===== src/hw/alu_pkg.sv =====
// Constants, operation codes and register map of the byte arithmetic and logic unit.
// Assumes a single 25 MHz core clock and an Avalon-MM master with waitrequest.
//
// Contract
// - Register add writes dest plus source, plus carry for the carry form, sets Z C N V H in 1 cycle.
// - Register subtract writes dest minus source, minus carry for the borrow form, sets Z C N V H in 1 cycle.
// - Constant subtract, with or without borrow, writes dest and sets Z C N V H in 1 cycle.
// - Pair add-immediate adds to the 16-bit high:low pair, writes both halves, sets Z C N V S in 2 cycles.
// - Pair subtract-immediate subtracts from the 16-bit pair, writes both halves, sets Z C N V S in 2 cycles.
// - AND with source or immediate writes dest, sets Z N V, keeps carry, in 1 cycle.
// - OR with source or immediate and XOR with source write dest and set only Z N V in 1 cycle.
// - Bit set ORs the immediate mask into dest, sets Z N V in 1 cycle.
// - Bit clear ANDs dest with all-ones minus the mask, sets Z N V in 1 cycle.
// - Unsigned, signed and signed-by-unsigned multiply put the 16-bit product in R1:R0, set Z C, in 2 cycles.
// - Fractional multiplies shift the product left by one before writing R1:R0, set Z C, in 2 cycles.

package alu_pkg;

  localparam int ADDR_W = 5;
  localparam int DATA_W = 32;

  // Byte addresses of the word-aligned registers.
  localparam logic [ADDR_W-1:0] REG_DEST = 5'h00;
  localparam logic [ADDR_W-1:0] REG_DEST_HI = 5'h04;
  localparam logic [ADDR_W-1:0] REG_SRC = 5'h08;
  localparam logic [ADDR_W-1:0] REG_OP = 5'h0c;
  localparam logic [ADDR_W-1:0] REG_FLAGS = 5'h10;
  localparam logic [ADDR_W-1:0] REG_PROD_LO = 5'h14;
  localparam logic [ADDR_W-1:0] REG_PROD_HI = 5'h18;
  localparam logic [ADDR_W-1:0] REG_STATUS = 5'h1c;

  // Flag positions in the status byte.
  localparam int FLAG_C = 0;
  localparam int FLAG_Z = 1;
  localparam int FLAG_N = 2;
  localparam int FLAG_V = 3;
  localparam int FLAG_S = 4;
  localparam int FLAG_H = 5;

  localparam logic [7:0] BYTE_ZERO = 8'h00;
  localparam logic [7:0] BYTE_ONE = 8'h01;
  localparam logic [7:0] BYTE_ONES = 8'hff;
  localparam logic [7:0] BYTE_MIN_NEG = 8'h80;
  localparam logic [15:0] WORD_ZERO = 16'h0000;
  localparam logic [7:0] FLAGS_RESET = 8'h00;
  localparam logic [DATA_W-1:0] READ_ZERO = 32'h0000_0000;

  typedef enum logic [4:0] {
    OP_ADD = 5'h00,
    OP_ADD_CARRY = 5'h01,
    OP_SUB = 5'h02,
    OP_MINUS_REG_BORROW = 5'h03,
    OP_MINUS_CONST = 5'h04,
    OP_MINUS_CONST_BORROW = 5'h05,
    OP_PAIR_ADD_IMM = 5'h06,
    OP_PAIR_MINUS_IMM = 5'h07,
    OP_AND = 5'h08,
    OP_AND_IMM = 5'h09,
    OP_OR = 5'h0a,
    OP_OR_IMM = 5'h0b,
    OP_XOR_REG = 5'h0c,
    OP_SET_BITS_IMM = 5'h0d,
    OP_CLEAR_BITS_IMM = 5'h0e,
    OP_INVERT_ALL = 5'h0f,
    OP_SIGN_FLIP = 5'h10,
    OP_INC = 5'h11,
    OP_UNSIGNED_PRODUCT = 5'h12,
    OP_SIGNED_PRODUCT = 5'h13,
    OP_SIGNED_BY_UNSIGNED = 5'h14,
    OP_FRAC_UNSIGNED = 5'h15,
    OP_FRAC_SIGNED = 5'h16,
    OP_FRAC_SIGNED_BY_UNSIGNED = 5'h17
  } alu_op_t;

  // Gray-coded: idle and the second cycle of a long operation.
  typedef enum logic {
    STAGE_IDLE = 1'b0,
    STAGE_SECOND = 1'b1
  } stage_t;

endpackage


===== src/hw/byte_arith_logic_unit.sv =====
// Byte arithmetic and logic unit with its operand, flag and product registers.
// Assumes an Avalon-MM master on the same clock that honours waitrequest.
//
// Chosen here: the address map and the Avalon-MM interface to the registers.
`timescale 1ns/1ns

module byte_arith_logic_unit
  import alu_pkg::*;
(
  input wire logic sys_clk,
  input wire logic reset,
  input wire logic [ADDR_W-1:0] address,
  input wire logic read,
  input wire logic write,
  input wire logic [DATA_W-1:0] writedata,
  input wire logic [3:0] byteenable,
  output logic [DATA_W-1:0] readdata,
  output logic waitrequest,
  output logic busy,
  output logic [7:0] flags
);

  // ****************************************************************
  // State record
  // ****************************************************************
  // Every register of the unit sits in this one record, so reset and the
  // clocked update cannot drift apart as fields are added.
  typedef struct packed {
    logic wait_r;
    logic busy_r;
    logic [DATA_W-1:0] rdata;
    logic [7:0] dst;
    logic [7:0] dst_hi;
    logic [7:0] src;
    logic [7:0] prod_lo;
    logic [7:0] prod_hi;
    logic [7:0] sreg;
    alu_op_t op;
    stage_t stage;
  } state_t;

  state_t st_q;
  state_t st_d;

  // ****************************************************************
  // Datapath
  // ****************************************************************
  // Results of the datapath, read by the register update in the same cycle.
  alu_op_t op_sel;
  logic [7:0] a;
  logic [7:0] b;
  logic c_in;
  logic [7:0] r8;
  logic [15:0] r16;
  logic [7:0] f;
  logic valid_op;
  logic long_op;

  always_comb begin
    logic [8:0] s9;
    logic [15:0] w16;
    logic [8:0] ea;
    logic [8:0] eb;
    logic [17:0] p18;
    logic [15:0] p16;
    logic borrow_in;
    logic sa;
    logic sb;
    s9 = 9'h000;
    w16 = WORD_ZERO;
    ea = 9'h000;
    eb = 9'h000;
    p18 = 18'h00000;
    p16 = WORD_ZERO;
    borrow_in = 1'b0;
    sa = 1'b0;
    sb = 1'b0;
    // In the second cycle the stored code drives the datapath; otherwise the code on
    // the bus does, so a single-cycle operation is worked out while it is written.
    op_sel = (st_q.stage == STAGE_SECOND) ? st_q.op : alu_op_t'(writedata[4:0]);
    a = st_q.dst;
    b = st_q.src;
    // Carry in comes from the stored flags, which software loads through the flag register.
    c_in = st_q.sreg[FLAG_C];
    r8 = a;
    r16 = {st_q.dst_hi, a};
    f = st_q.sreg;
    valid_op = 1'b1;
    long_op = 1'b0;
    // The flag byte starts as a copy of the stored one, so any flag that an
    // operation does not name keeps its old value.
    case (op_sel)
      OP_ADD, OP_ADD_CARRY: begin
        s9 = {1'b0, a} + {1'b0, b} + {8'h00, (op_sel == OP_ADD_CARRY) & c_in};
        r8 = s9[7:0];
        f[FLAG_C] = s9[8];
        // Half carry and overflow come from operand and result bits alone, so the
        // adder needs no extra width for them.
        f[FLAG_H] = (a[3] & b[3]) | (b[3] & ~r8[3]) | (~r8[3] & a[3]);
        f[FLAG_V] = (a[7] & b[7] & ~r8[7]) | (~a[7] & ~b[7] & r8[7]);
      end
      OP_SUB, OP_MINUS_REG_BORROW, OP_MINUS_CONST, OP_MINUS_CONST_BORROW: begin
        // The constant forms read the immediate from the source register.
        borrow_in = (op_sel == OP_MINUS_REG_BORROW) || (op_sel == OP_MINUS_CONST_BORROW);
        s9 = {1'b0, a} - {1'b0, b} - {8'h00, borrow_in & c_in};
        r8 = s9[7:0];
        f[FLAG_C] = s9[8];
        // A borrow out of bit 3 shows as half carry.
        f[FLAG_H] = (~a[3] & b[3]) | (b[3] & r8[3]) | (r8[3] & ~a[3]);
        f[FLAG_V] = (a[7] & ~b[7] & ~r8[7]) | (~a[7] & b[7] & r8[7]);
      end
      OP_PAIR_ADD_IMM, OP_PAIR_MINUS_IMM: begin
        long_op = 1'b1;
        // Carry and overflow look only at the top bit of the old high byte and of
        // the new word, since the immediate never reaches the high byte's sign.
        if (op_sel == OP_PAIR_ADD_IMM) begin
          w16 = {st_q.dst_hi, a} + {8'h00, b};
          f[FLAG_V] = ~st_q.dst_hi[7] & w16[15];
          f[FLAG_C] = ~w16[15] & st_q.dst_hi[7];
        end else begin
          w16 = {st_q.dst_hi, a} - {8'h00, b};
          f[FLAG_V] = st_q.dst_hi[7] & ~w16[15];
          f[FLAG_C] = w16[15] & ~st_q.dst_hi[7];
        end
        r16 = w16;
        f[FLAG_N] = w16[15];
        f[FLAG_S] = w16[15] ^ f[FLAG_V];
        f[FLAG_Z] = (w16 == WORD_ZERO);
      end
      OP_AND, OP_AND_IMM: begin
        r8 = a & b;
        f[FLAG_V] = 1'b0;
      end
      OP_OR, OP_OR_IMM, OP_XOR_REG: begin
        // Exclusive OR has no immediate form; both OR codes take the source register.
        r8 = (op_sel == OP_XOR_REG) ? (a ^ b) : (a | b);
        f[FLAG_V] = 1'b0;
      end
      OP_SET_BITS_IMM: begin
        r8 = a | b;
        f[FLAG_V] = 1'b0;
      end
      OP_CLEAR_BITS_IMM: begin
        // Subtracting from all ones inverts every bit of a byte mask.
        r8 = a & (BYTE_ONES - b);
        f[FLAG_V] = 1'b0;
      end
      OP_INVERT_ALL: begin
        r8 = BYTE_ONES - a;
        // Carry is set whatever the input, so it tells nothing about the old value.
        f[FLAG_C] = 1'b1;
        f[FLAG_V] = 1'b0;
      end
      OP_SIGN_FLIP: begin
        r8 = BYTE_ZERO - a;
        // Only a zero input negates without a borrow.
        f[FLAG_C] = (r8 != BYTE_ZERO);
        f[FLAG_V] = (r8 == BYTE_MIN_NEG);
        f[FLAG_H] = r8[3] | a[3];
      end
      OP_INC: begin
        // Carry is left alone so that a loop counter can step inside a carry chain.
        r8 = a + BYTE_ONE;
        f[FLAG_V] = (r8 == BYTE_MIN_NEG);
      end
      OP_UNSIGNED_PRODUCT, OP_SIGNED_PRODUCT, OP_SIGNED_BY_UNSIGNED,
      OP_FRAC_UNSIGNED, OP_FRAC_SIGNED, OP_FRAC_SIGNED_BY_UNSIGNED: begin
        long_op = 1'b1;
        sa = (op_sel != OP_UNSIGNED_PRODUCT) && (op_sel != OP_FRAC_UNSIGNED);
        sb = (op_sel == OP_SIGNED_PRODUCT) || (op_sel == OP_FRAC_SIGNED);
        // A ninth bit carries the sign, so one signed multiplier serves all forms.
        ea = {sa & a[7], a};
        eb = {sb & b[7], b};
        p18 = 18'($signed(ea) * $signed(eb));
        p16 = p18[15:0];
        // Carry takes bit 15 before any shift, so a fractional product still reports
        // the bit that the shift pushes out.
        f[FLAG_C] = p16[15];
        if ((op_sel == OP_FRAC_UNSIGNED) || (op_sel == OP_FRAC_SIGNED) ||
            (op_sel == OP_FRAC_SIGNED_BY_UNSIGNED)) begin
          r16 = {p16[14:0], 1'b0};
        end else begin
          r16 = p16;
        end
        f[FLAG_Z] = (r16 == WORD_ZERO);
      end
      default: begin
        // Unused codes are marked here so that the update leaves every register alone.
        valid_op = 1'b0;
      end
    endcase
    // Word and multiply forms set zero over sixteen bits above; byte forms set it here.
    if (!long_op) begin
      f[FLAG_N] = r8[7];
      f[FLAG_Z] = (r8 == BYTE_ZERO);
    end
  end

  // ****************************************************************
  // Bus slave and sequencing
  // ****************************************************************
  // Read and write must never be high together; a master that breaks this gets a write.
  logic req;
  logic commit;
  logic wr_lane;

  assign req = read | write;
  // Only byte lane 0 carries data; a write with that lane off is dropped whole.
  assign wr_lane = write & byteenable[0];
  // The access completes at the edge where waitrequest is seen low.
  assign commit = req & ~st_q.wait_r;

  // ****************************************************************
  // Register update
  // ****************************************************************
  // The slave answers after one wait state, or later when the access arrives during
  // the second cycle of a long operation; a master must wait for waitrequest to fall
  // and never count on a fixed figure.
  always_comb begin
    st_d = st_q;
    st_d.wait_r = 1'b1;
    if (st_q.stage == STAGE_SECOND) begin
      // Second cycle of a long operation: bus stays stalled meanwhile.
      // Products go to their own pair, so the operands survive a multiply.
      if ((st_q.op == OP_PAIR_ADD_IMM) || (st_q.op == OP_PAIR_MINUS_IMM)) begin
        st_d.dst = r16[7:0];
        st_d.dst_hi = r16[15:8];
      end else begin
        st_d.prod_lo = r16[7:0];
        st_d.prod_hi = r16[15:8];
      end
      st_d.sreg = f;
      st_d.stage = STAGE_IDLE;
      st_d.busy_r = 1'b0;
    end else if (commit) begin
      if (wr_lane) begin
        case (address)
          REG_DEST: st_d.dst = writedata[7:0];
          REG_DEST_HI: st_d.dst_hi = writedata[7:0];
          REG_SRC: st_d.src = writedata[7:0];
          REG_FLAGS: st_d.sreg = writedata[7:0];
          // An unknown code changes nothing, not even the stored code, so a read
          // still returns the last operation that ran.
          REG_OP: begin
            if (valid_op) begin
              st_d.op = op_sel;
              // A long operation reads its operands again in the second cycle, which
              // is safe because the bus is stalled until it is done.
              if (long_op) begin
                st_d.stage = STAGE_SECOND;
                st_d.busy_r = 1'b1;
              end else begin
                st_d.dst = r8;
                st_d.sreg = f;
              end
            end
          end
          default: begin
          end
        endcase
      end
    end else if (req) begin
      st_d.wait_r = 1'b0;
      // Read data is caught one edge before the master takes it; nothing can change
      // the register in between, since writes only land on a commit.
      st_d.rdata = READ_ZERO;
      case (address)
        REG_DEST: st_d.rdata[7:0] = st_q.dst;
        REG_DEST_HI: st_d.rdata[7:0] = st_q.dst_hi;
        REG_SRC: st_d.rdata[7:0] = st_q.src;
        REG_OP: st_d.rdata[4:0] = st_q.op;
        REG_FLAGS: st_d.rdata[7:0] = st_q.sreg;
        REG_PROD_LO: st_d.rdata[7:0] = st_q.prod_lo;
        REG_PROD_HI: st_d.rdata[7:0] = st_q.prod_hi;
        REG_STATUS: st_d.rdata[0] = st_q.busy_r;
        default: st_d.rdata = READ_ZERO;
      endcase
    end
  end

  // ****************************************************************
  // State register
  // ****************************************************************
  always_ff @(posedge sys_clk or posedge reset) begin
    if (reset) begin
      // Waitrequest resets high so that no access can complete right after release.
      st_q <= '{wait_r: 1'b1, busy_r: 1'b0, rdata: READ_ZERO, dst: BYTE_ZERO,
                dst_hi: BYTE_ZERO, src: BYTE_ZERO, prod_lo: BYTE_ZERO,
                prod_hi: BYTE_ZERO, sreg: FLAGS_RESET, op: OP_ADD, stage: STAGE_IDLE};
    end else begin
      st_q <= st_d;
    end
  end

  // ****************************************************************
  // Outputs
  // ****************************************************************
  // Every output is a field of the state record, so each comes straight from a flip-flop.
  assign readdata = st_q.rdata;
  assign waitrequest = st_q.wait_r;
  assign busy = st_q.busy_r;
  assign flags = st_q.sreg;

endmodule // byte_arith_logic_unit


===== config.mk =====
export PLATFORM = sky130hd
export DESIGN_NAME = byte_arith_logic_unit
export DESIGN_NICKNAME = d
export VERILOG_FILES = /design/src/hw/alu_pkg.sv /design/src/hw/byte_arith_logic_unit.sv
export SDC_FILE = /design/constraint.sdc
export NUM_CORES = 1
export LEC_CHECK = 0
export BUFFER_PORTS_ARGS = -buffer_cell sky130_fd_sc_hd__buf_2
export CAP_MARGIN = 25
export CORE_MARGIN = 10
export CORE_UTILIZATION = 30
export DETAILED_ROUTE_END_ITERATION = 8
export GPL_ROUTABILITY_DRIVEN = 0
export PLACE_DENSITY_LB_ADDON = 0.3
export SYNTH_ARGS = -nofsm -noshare
export SYNTH_HDL_FRONTEND = slang
export SYNTH_SLANG_ARGS = --single-unit

===== constraint.sdc =====
create_clock -name sys_clk -period 7.4 [get_ports sys_clk]
set_input_delay 0.74 -clock sys_clk [delete_from_list [all_inputs] [get_ports sys_clk]]
set_output_delay 0.74 -clock sys_clk [all_outputs]
set_load 0.05 [all_outputs]

* Word-level counts from Yosys, hierarchy flattened
Cells that the tools add are included.
** Operators by class
- Multiply operators :: 1
- Muxes and demuxes :: 50
- Reductions and logical operators :: 38
- Shift-type cells :: 0
- Div/mod/pow operators :: 0
- $lt $le $gt $ge :: 0
- Eq/ne operators :: 39
- Bitwise logic cells :: 51
- Add/subtract/negate cells :: 10
** Operators with widths (count)
- 16-bit 2-to-1 mux :: 6
- 8-bit case mux with 9 select lines :: 1
- 5-bit equality test, second input constant :: 12
- 5-bit by 4-bit equality test with 1-bit output, second input constant :: 10
- 24-bit 2-to-1 mux :: 2
- 8-bit 2-to-1 mux :: 5
- 12-bit 2-to-1 mux :: 3
- 5-bit by 3-bit equality test with 1-bit output, second input constant :: 7
- 16-bit zero test :: 2
- 16-bit case mux with 2 select lines :: 1
- 8-bit case mux with 2 select lines :: 2
- 4-bit case mux with 7 select lines :: 1
- 1-bit bitwise AND :: 24
- 24-bit OR reduction :: 1
- 5-bit AND reduction :: 4
- 1-bit 2-to-1 mux :: 18
- 6-bit 2-to-1 mux :: 3
- 3-bit case mux with 6 select lines :: 1
- 16-bit by 8-bit adder with 16-bit output :: 1
- 8-bit bitwise AND :: 2
- 8-bit equality test, second input constant :: 2
- 9-bit by 9-bit multiplier with 16-bit output :: 1
- 8-bit OR reduction :: 2
- 16-bit by 8-bit subtractor with 16-bit output :: 1
- other kinds (38) :: 77
** Storage, ports and cells
- Output and inout bits :: 42
- RAM bits :: 0
- ROM bits :: 0
- Register bits after elaboration :: 64
- Logic and storage cells :: 201
- Bits in latches :: 0
- Memories kept :: 0

* Depth between registers and ports, before layout
- Word-level depth :: 16
- Mapped depth :: 25
- Mapped depth without buffers :: 23

* Worst setup path before layout
Ideal clock, no wire load.
- Path type :: input port to flip-flop
- Start point :: in writedata[4]
- End point :: reg st_q, in the netlist flags[1]
- Slack :: 1.147 ns
- Arrival :: 6.133 ns
- Required time :: 7.280 ns
- Cell stages on the path :: 22
- Path buffers :: 1
- Cells stage by stage :: clkbuf_1 > mux2i_1 > nor2_1 > a21oi_1 > nand2_1 > fa_1 > fa_1 > inv_1 > fa_1 > fa_1 > inv_1 > fa_1 > inv_1 > ha_1 > o21a_1 > o21ai_0 > a21oi_1 > o221ai_1 > xnor3_1 > o2111ai_1 > a31oi_1 > a31o_1
** On the way
- Longest elaborated chain between the ends :: 16
- Elaborated cells on any way between the ends :: 69
- Those cells by class :: 2 x add/sub; 1 x mul; 27 x eq/ne; 17 x mux; 4 x bitwise; 18 x reduce/logical
** Ends and longest elaborated chain
- start: declaration :: RTL line byte_arith_logic_unit.sv:15 : input wire logic [DATA_W-1:0] writedata,
- 5-bit 2-to-1 mux * :: RTL line byte_arith_logic_unit.sv:80 : op_sel = (st_q.stage == STAGE_SECOND) ? st_q.op : alu_op_t'(writedata[4:0]);
- 5-bit != test, or another cell as far along :: RTL line byte_arith_logic_unit.sv:169 : sa = (op_sel != OP_UNSIGNED_PRODUCT) && (op_sel != OP_FRAC_UNSIGNED);
- 1-bit logical AND / 1-bit logical OR (equally long branches) :: RTL line byte_arith_logic_unit.sv:169, byte_arith_logic_unit.sv:170
- 1-bit bitwise AND (on tied branches) :: RTL line byte_arith_logic_unit.sv:172, byte_arith_logic_unit.sv:173
- 9-bit by 9-bit multiplier with 16-bit output :: RTL line byte_arith_logic_unit.sv:174 : p18 = 18'($signed(ea) * $signed(eb));
- 16-bit 2-to-1 mux :: RTL line byte_arith_logic_unit.sv:179 : if ((op_sel == OP_FRAC_UNSIGNED) || (op_sel == OP_FRAC_SIGNED) ||
- 16-bit 2-to-1 mux :: RTL line byte_arith_logic_unit.sv:92 : case (op_sel)
- 16-bit zero test :: RTL line byte_arith_logic_unit.sv:185 : f[FLAG_Z] = (r16 == WORD_ZERO);
- 1-bit case mux with 2 select lines :: RTL line byte_arith_logic_unit.sv:92
- 2-bit 2-to-1 mux :: RTL line byte_arith_logic_unit.sv:193 : if (!long_op) begin
- 6-bit 2-to-1 mux :: RTL line byte_arith_logic_unit.sv:249 : if (long_op) begin
- 12-bit 2-to-1 mux :: RTL line byte_arith_logic_unit.sv:245 : if (valid_op) begin
- 8-bit case mux with 2 select lines :: RTL line byte_arith_logic_unit.sv:237 : case (address)
- 12-bit 2-to-1 mux :: RTL line byte_arith_logic_unit.sv:236 : if (wr_lane) begin
- 12-bit 2-to-1 mux :: RTL line byte_arith_logic_unit.sv:235 : end else if (commit) begin
- 6-bit 2-to-1 mux :: RTL line byte_arith_logic_unit.sv:222 : if (st_q.stage == STAGE_SECOND) begin
- end signal: assignment :: RTL line byte_arith_logic_unit.sv:287 : st_q <= '{wait_r: 1'b1, busy_r: 1'b0, rdata: READ_ZERO, dst: BYTE_ZERO,
- end signal: assignment :: RTL line byte_arith_logic_unit.sv:291 : st_q <= st_d;
- end: declaration :: RTL line byte_arith_logic_unit.sv:42 : state_t st_q;
Every way passes the cells marked *; elsewhere a longest branch is shown, timed or not. The select of a mux whose other input is x is not followed.
A chain may end at the register's enable or synchronous reset.

* Worst setup path in the final report
- Start point :: reg st_q[0] in the netlist's numbering
- End point :: reg st_q[44] in the netlist's numbering
** On the way
- Longest elaborated chain between the ends :: 10
- Elaborated cells on any way between the ends :: 32
- Those cells by class :: 1 x mul; 11 x eq/ne; 8 x mux; 2 x bitwise; 10 x reduce/logical
** Ends and longest elaborated chain
- 5-bit 2-to-1 mux :: RTL line byte_arith_logic_unit.sv:80
- 5-bit != test, or another cell as far along :: RTL line byte_arith_logic_unit.sv:169
- 1-bit logical AND / 1-bit logical OR (equally long branches) :: RTL line byte_arith_logic_unit.sv:169, byte_arith_logic_unit.sv:170
- 1-bit bitwise AND (on tied branches) :: RTL line byte_arith_logic_unit.sv:172, byte_arith_logic_unit.sv:173
- 9-bit by 9-bit multiplier with 16-bit output :: RTL line byte_arith_logic_unit.sv:174
- 16-bit 2-to-1 mux :: RTL line byte_arith_logic_unit.sv:179
- 16-bit 2-to-1 mux :: RTL line byte_arith_logic_unit.sv:92
- 16-bit case mux with 2 select lines :: RTL line byte_arith_logic_unit.sv:92
- 16-bit 2-to-1 mux :: RTL line byte_arith_logic_unit.sv:225 : if ((st_q.op == OP_PAIR_ADD_IMM) || (st_q.op == OP_PAIR_MINUS_IMM)) begin
- 16-bit 2-to-1 mux :: RTL line byte_arith_logic_unit.sv:222
Several ways; a longest one is shown, not always the timed one. The select of a mux whose other input is x is not followed.

==> results.json <==
{
  "avgSynthCellArea_um2": 7.95,
  "endpoint_kind": "register",
  "grt.overflow.total": 0,
  "diodes": 0,
  "post_cts_resized": 0,
  "antenna_found_initial": 2,
  "worst_pin_slew_ns": 1.07,
  "synth_edf_count": 0,
  "drv_cap": 0,
  "die_h_um": 203,
  "r2r-end": "st_q[44]",
  "crit_top_cell": "fa_1",
  "wire_per_inst_um": 22.1,
  "cts_buffer_depth": 2,
  "cts_max_level": 3,
  "io_buffers": 35,
  "arrival_ns": 7.22,
  "power.density_nw_per_um2": 226,
  "synth_top_cell_by_area": "dfrtp_1",
  "rows": 66,
  "status": "completed",
  "min_from": "readdata[7]",
  "num_vias": 9722,
  "yosysSeqAreaShare_pct": 15.9,
  "vias_per_cell": 5.69,
  "holdPathStages": 2,
  "synth_cells": 1265,
  "clkSlewWorstSetupHoldPaths_ns": 0.05,
  "cts.sinks": 64,
  "synth_cell_type_count": 85,
  "finalSetupTns_ns": 0,
  "path_class": "reg -> reg",
  "slew_headroom_pct": 28.7,
  "p_leak_nw": 4.88,
  "cp.required_ns": 7.66,
  "routed_wl_um": 37800,
  "slowest_stage": "dfrtp_2",
  "cts_hold_repair.buffers": 0,
  "nets": 1456,
  "worstPathMaxFanout": 23,
  "min_to": "readdata[7]",
  "grt_pass1_wl_um": 57800,
  "hp-class": "reg -> reg",
  "clk_latency_ns": 0.34,
  "drc": 0,
  "final_cell_count_no_fill": 1708,
  "grt_usage_pct": 17.9,
  "drt_iter0_markers": 1226,
  "maxSlewViolCount": 0,
  "areaGrowthSynthToFinish_pct": 8.25,
  "yosysMostFrequentCell": "nor2_1",
  "critPathLaunch": "st_q[0]",
  "dp_hpwl_um": 29100,
  "synth_common_cells": "nor2_1 (144), inv_1 (121), nand2_1 (113)",
  "setup_viol": 0,
  "io_pins": 87,
  "reg2regPathDepth": 22,
  "grt_max_degree": 65,
  "start_util_pct": 30.7,
  "report.final.hold_viol_count": 0,
  "yosys.area.top_type_share_pct": 15.7,
  "worstSetupStartpointType": "register",
  "ant_nets": 0,
  "cts_buffers": 9,
  "drt_first_pass_iters": 5,
  "cts_tree": "built",
  "core_um2": 32800,
  "path_cells": "mux2_2 > nand2_1 > o21ai_1 > a21oi_1 > nand2_1 > fa_1 > fa_1 > inv_1 > fa_1 > fa_1 > inv_1 > fa_1 > inv_1 > ha_1 > inv_1 > o21ai_0 > a211oi_1 > o31ai_1 > xnor2_1 > o31ai_1 > a22oi_1 > a21oi_1",
  "die_area_um2": 41200,
  "place_inst": 1692,
  "period_share_pct": 94.0,
  "clock_skew_ns": 0.00636,
  "grt_pass1_vias": 9434,
  "cts_root_buf": "clkbuf_16",
  "ys_ff_latch": 64,
  "reg2reg_from": "st_q[0]",
  "peakVddDrop_mv": 0.0903,
  "r2r_setup_slack_ns": 0.44,
  "min_period_ns": 6.96,
  "timing.fmax_mhz": 144,
  "die_w_um": 203,
  "yosysWarnings": 0,
  "syn_area_um2": 10100,
  "ys.flop_type": "dfrtp_1",
  "async_reset_ff_share_pct": 100,
  "critPathMaxStageDelay_ns": 0.69,
  "synth_top_cells_by_area": "dfrtp_1 (16%), fa_1 (14%), ha_1 (9.8%), nor2_1 (5.4%), inv_1 (4.5%)",
  "rsz0062_at_grt": "false",
  "postCtsSetupBuffers": 0,
  "layout-drive-gt1-share_pct": 10.0
}
[worst max path at each step]
stage / end / slack [ns] / cells past startpoint
4_1_cts: st_q[44] / 0.58 / 22
2_1_floorplan: flags[1] / 1.15 / 22
3_5_place_dp: st_q[44] / 0.41 / 23
5_1_grt: st_q[21] / 0.14 / 22
3_3_place_gp: st_q[18] / 0.47 / 23
6_report: st_q[44] / 0.44 / 22
[layout make-up]
class | count | area, um2
Clock buffer | 10 | 239
Clock inverter | 5 | 57.6
Fill cell | 3509 | 21900
Inverter | 133 | 499
Multi-Input combinational cell | 984 | 7490
Sequential cell | 64 | 1600
Tap cell | 442 | 553
Timing Repair Buffer | 70 | 445
[registers in the layout, summed over array words and instances, names as in the netlist]
register	flops
st_q	30
a	8
b	8
flags	8
readdata	8
busy	1
waitrequest	1
[stage by stage]
stage / area [um2] / total power, mW / hold WS, ns / utilization, % / worst slack [ns]
5_1_grt: 10900 / 2.63 / 0.511 / 33.2 / 0.137
4_1_cts: 10900 / 2.44 / 0.480 / 33.2 / 0.582
6_report: 10900 / 2.46 / 0.483 / 33.2 / 0.441
3_3_place_gp: 10600 / 1.99 / 0.464 / 32.2 / 0.475
2_1_floorplan: 10100 / 1.54 / 0.444 / - / 1.15
3_5_place_dp: 10600 / 2.00 / 0.466 / 32.3 / 0.408
[power breakdown]
part | total, mW | switching, mW | internal, mW | leakage [nW]
registers | 0.467 | 0.0815 | 0.385 | 0.787
clock network | 0.425 | 0.158 | 0.267 | 0.137
logic | 1.57 | 1.01 | 0.561 | 3.96
total | 2.46 | 1.25 | 1.21 | 4.88
[cells in the final DEF (no fill, tap or decap), types with 11 or more instances in the layout]
| cell | synthesis | routed |
|---|---|---|
| nor2_1 | 144 | 144 |
| inv_1 | 121 | 120 |
| nand2_1 | 113 | 113 |
| ha_1 | 79 | 79 |
| a21oi_1 | 76 | 76 |
| fa_1 | 70 | 70 |
| dfrtp_1 | 63 | 62 |
| o21ai_0 | 56 | 55 |
| buf_2 | 5 | 35 |
| buf_4 | 41 | 34 |
| xnor2_1 | 32 | 32 |
| nor3_1 | 32 | 31 |
| mux2_2 | 27 | 27 |
| conb_1 | 1 | 24 |
| mux2i_1 | 21 | 21 |
| nand3_1 | 20 | 20 |
| a221oi_1 | 14 | 14 |
| o221ai_1 | 13 | 13 |
| o211ai_1 | 12 | 12 |
| a22oi_1 | 12 | 12 |
| o22ai_1 | 13 | 12 |
| nor4_1 | 12 | 12 |
| a31oi_1 | 11 | 11 |
| a211oi_1 | 11 | 11 |
| xor2_1 | 11 | 11 |
[cells by family (layout without fill, tap and decap cells)]
kind of cell             after synthesis  in the layout  synth area share [%]
XOR/XNOR                              44             44                  3.97
other                                  1             24                0.0373
buffers and inverters                240            218                  10.6
multiplexers                          50             50                  5.45
adder cells (fa/ha/maj)              149            149                  23.8
flip-flops                            64             64                  15.9
AO/OA/AOI/OAI                        314            314                  21.4
AND/OR/NAND/NOR                      403            403                  18.9
[routing by layer]
metal / GRT usage (%) / vias to the layer above / share of wire, %
met1: 24.0 / 4742 / 42
li1: - / 4385 / -
met2: 28.3 / 496 / 45
met5: 0 / - / 0.082
met4: 6.69 / 4 / 3.6
met3: 3.15 / 95 / 8.5
[worst max-delay path: cells and delay by family (launching register included)]
family,cells,cell delay (ns)
fa+ha+maj,6,2.83
compound gates,8,2.05
flops,1,0.69
mux,1,0.44
simple gates,2,0.41
buf+inv,4,0.23
xor+xnor,1,0.21
Note: power is estimated with default switching activity, not from simulation.
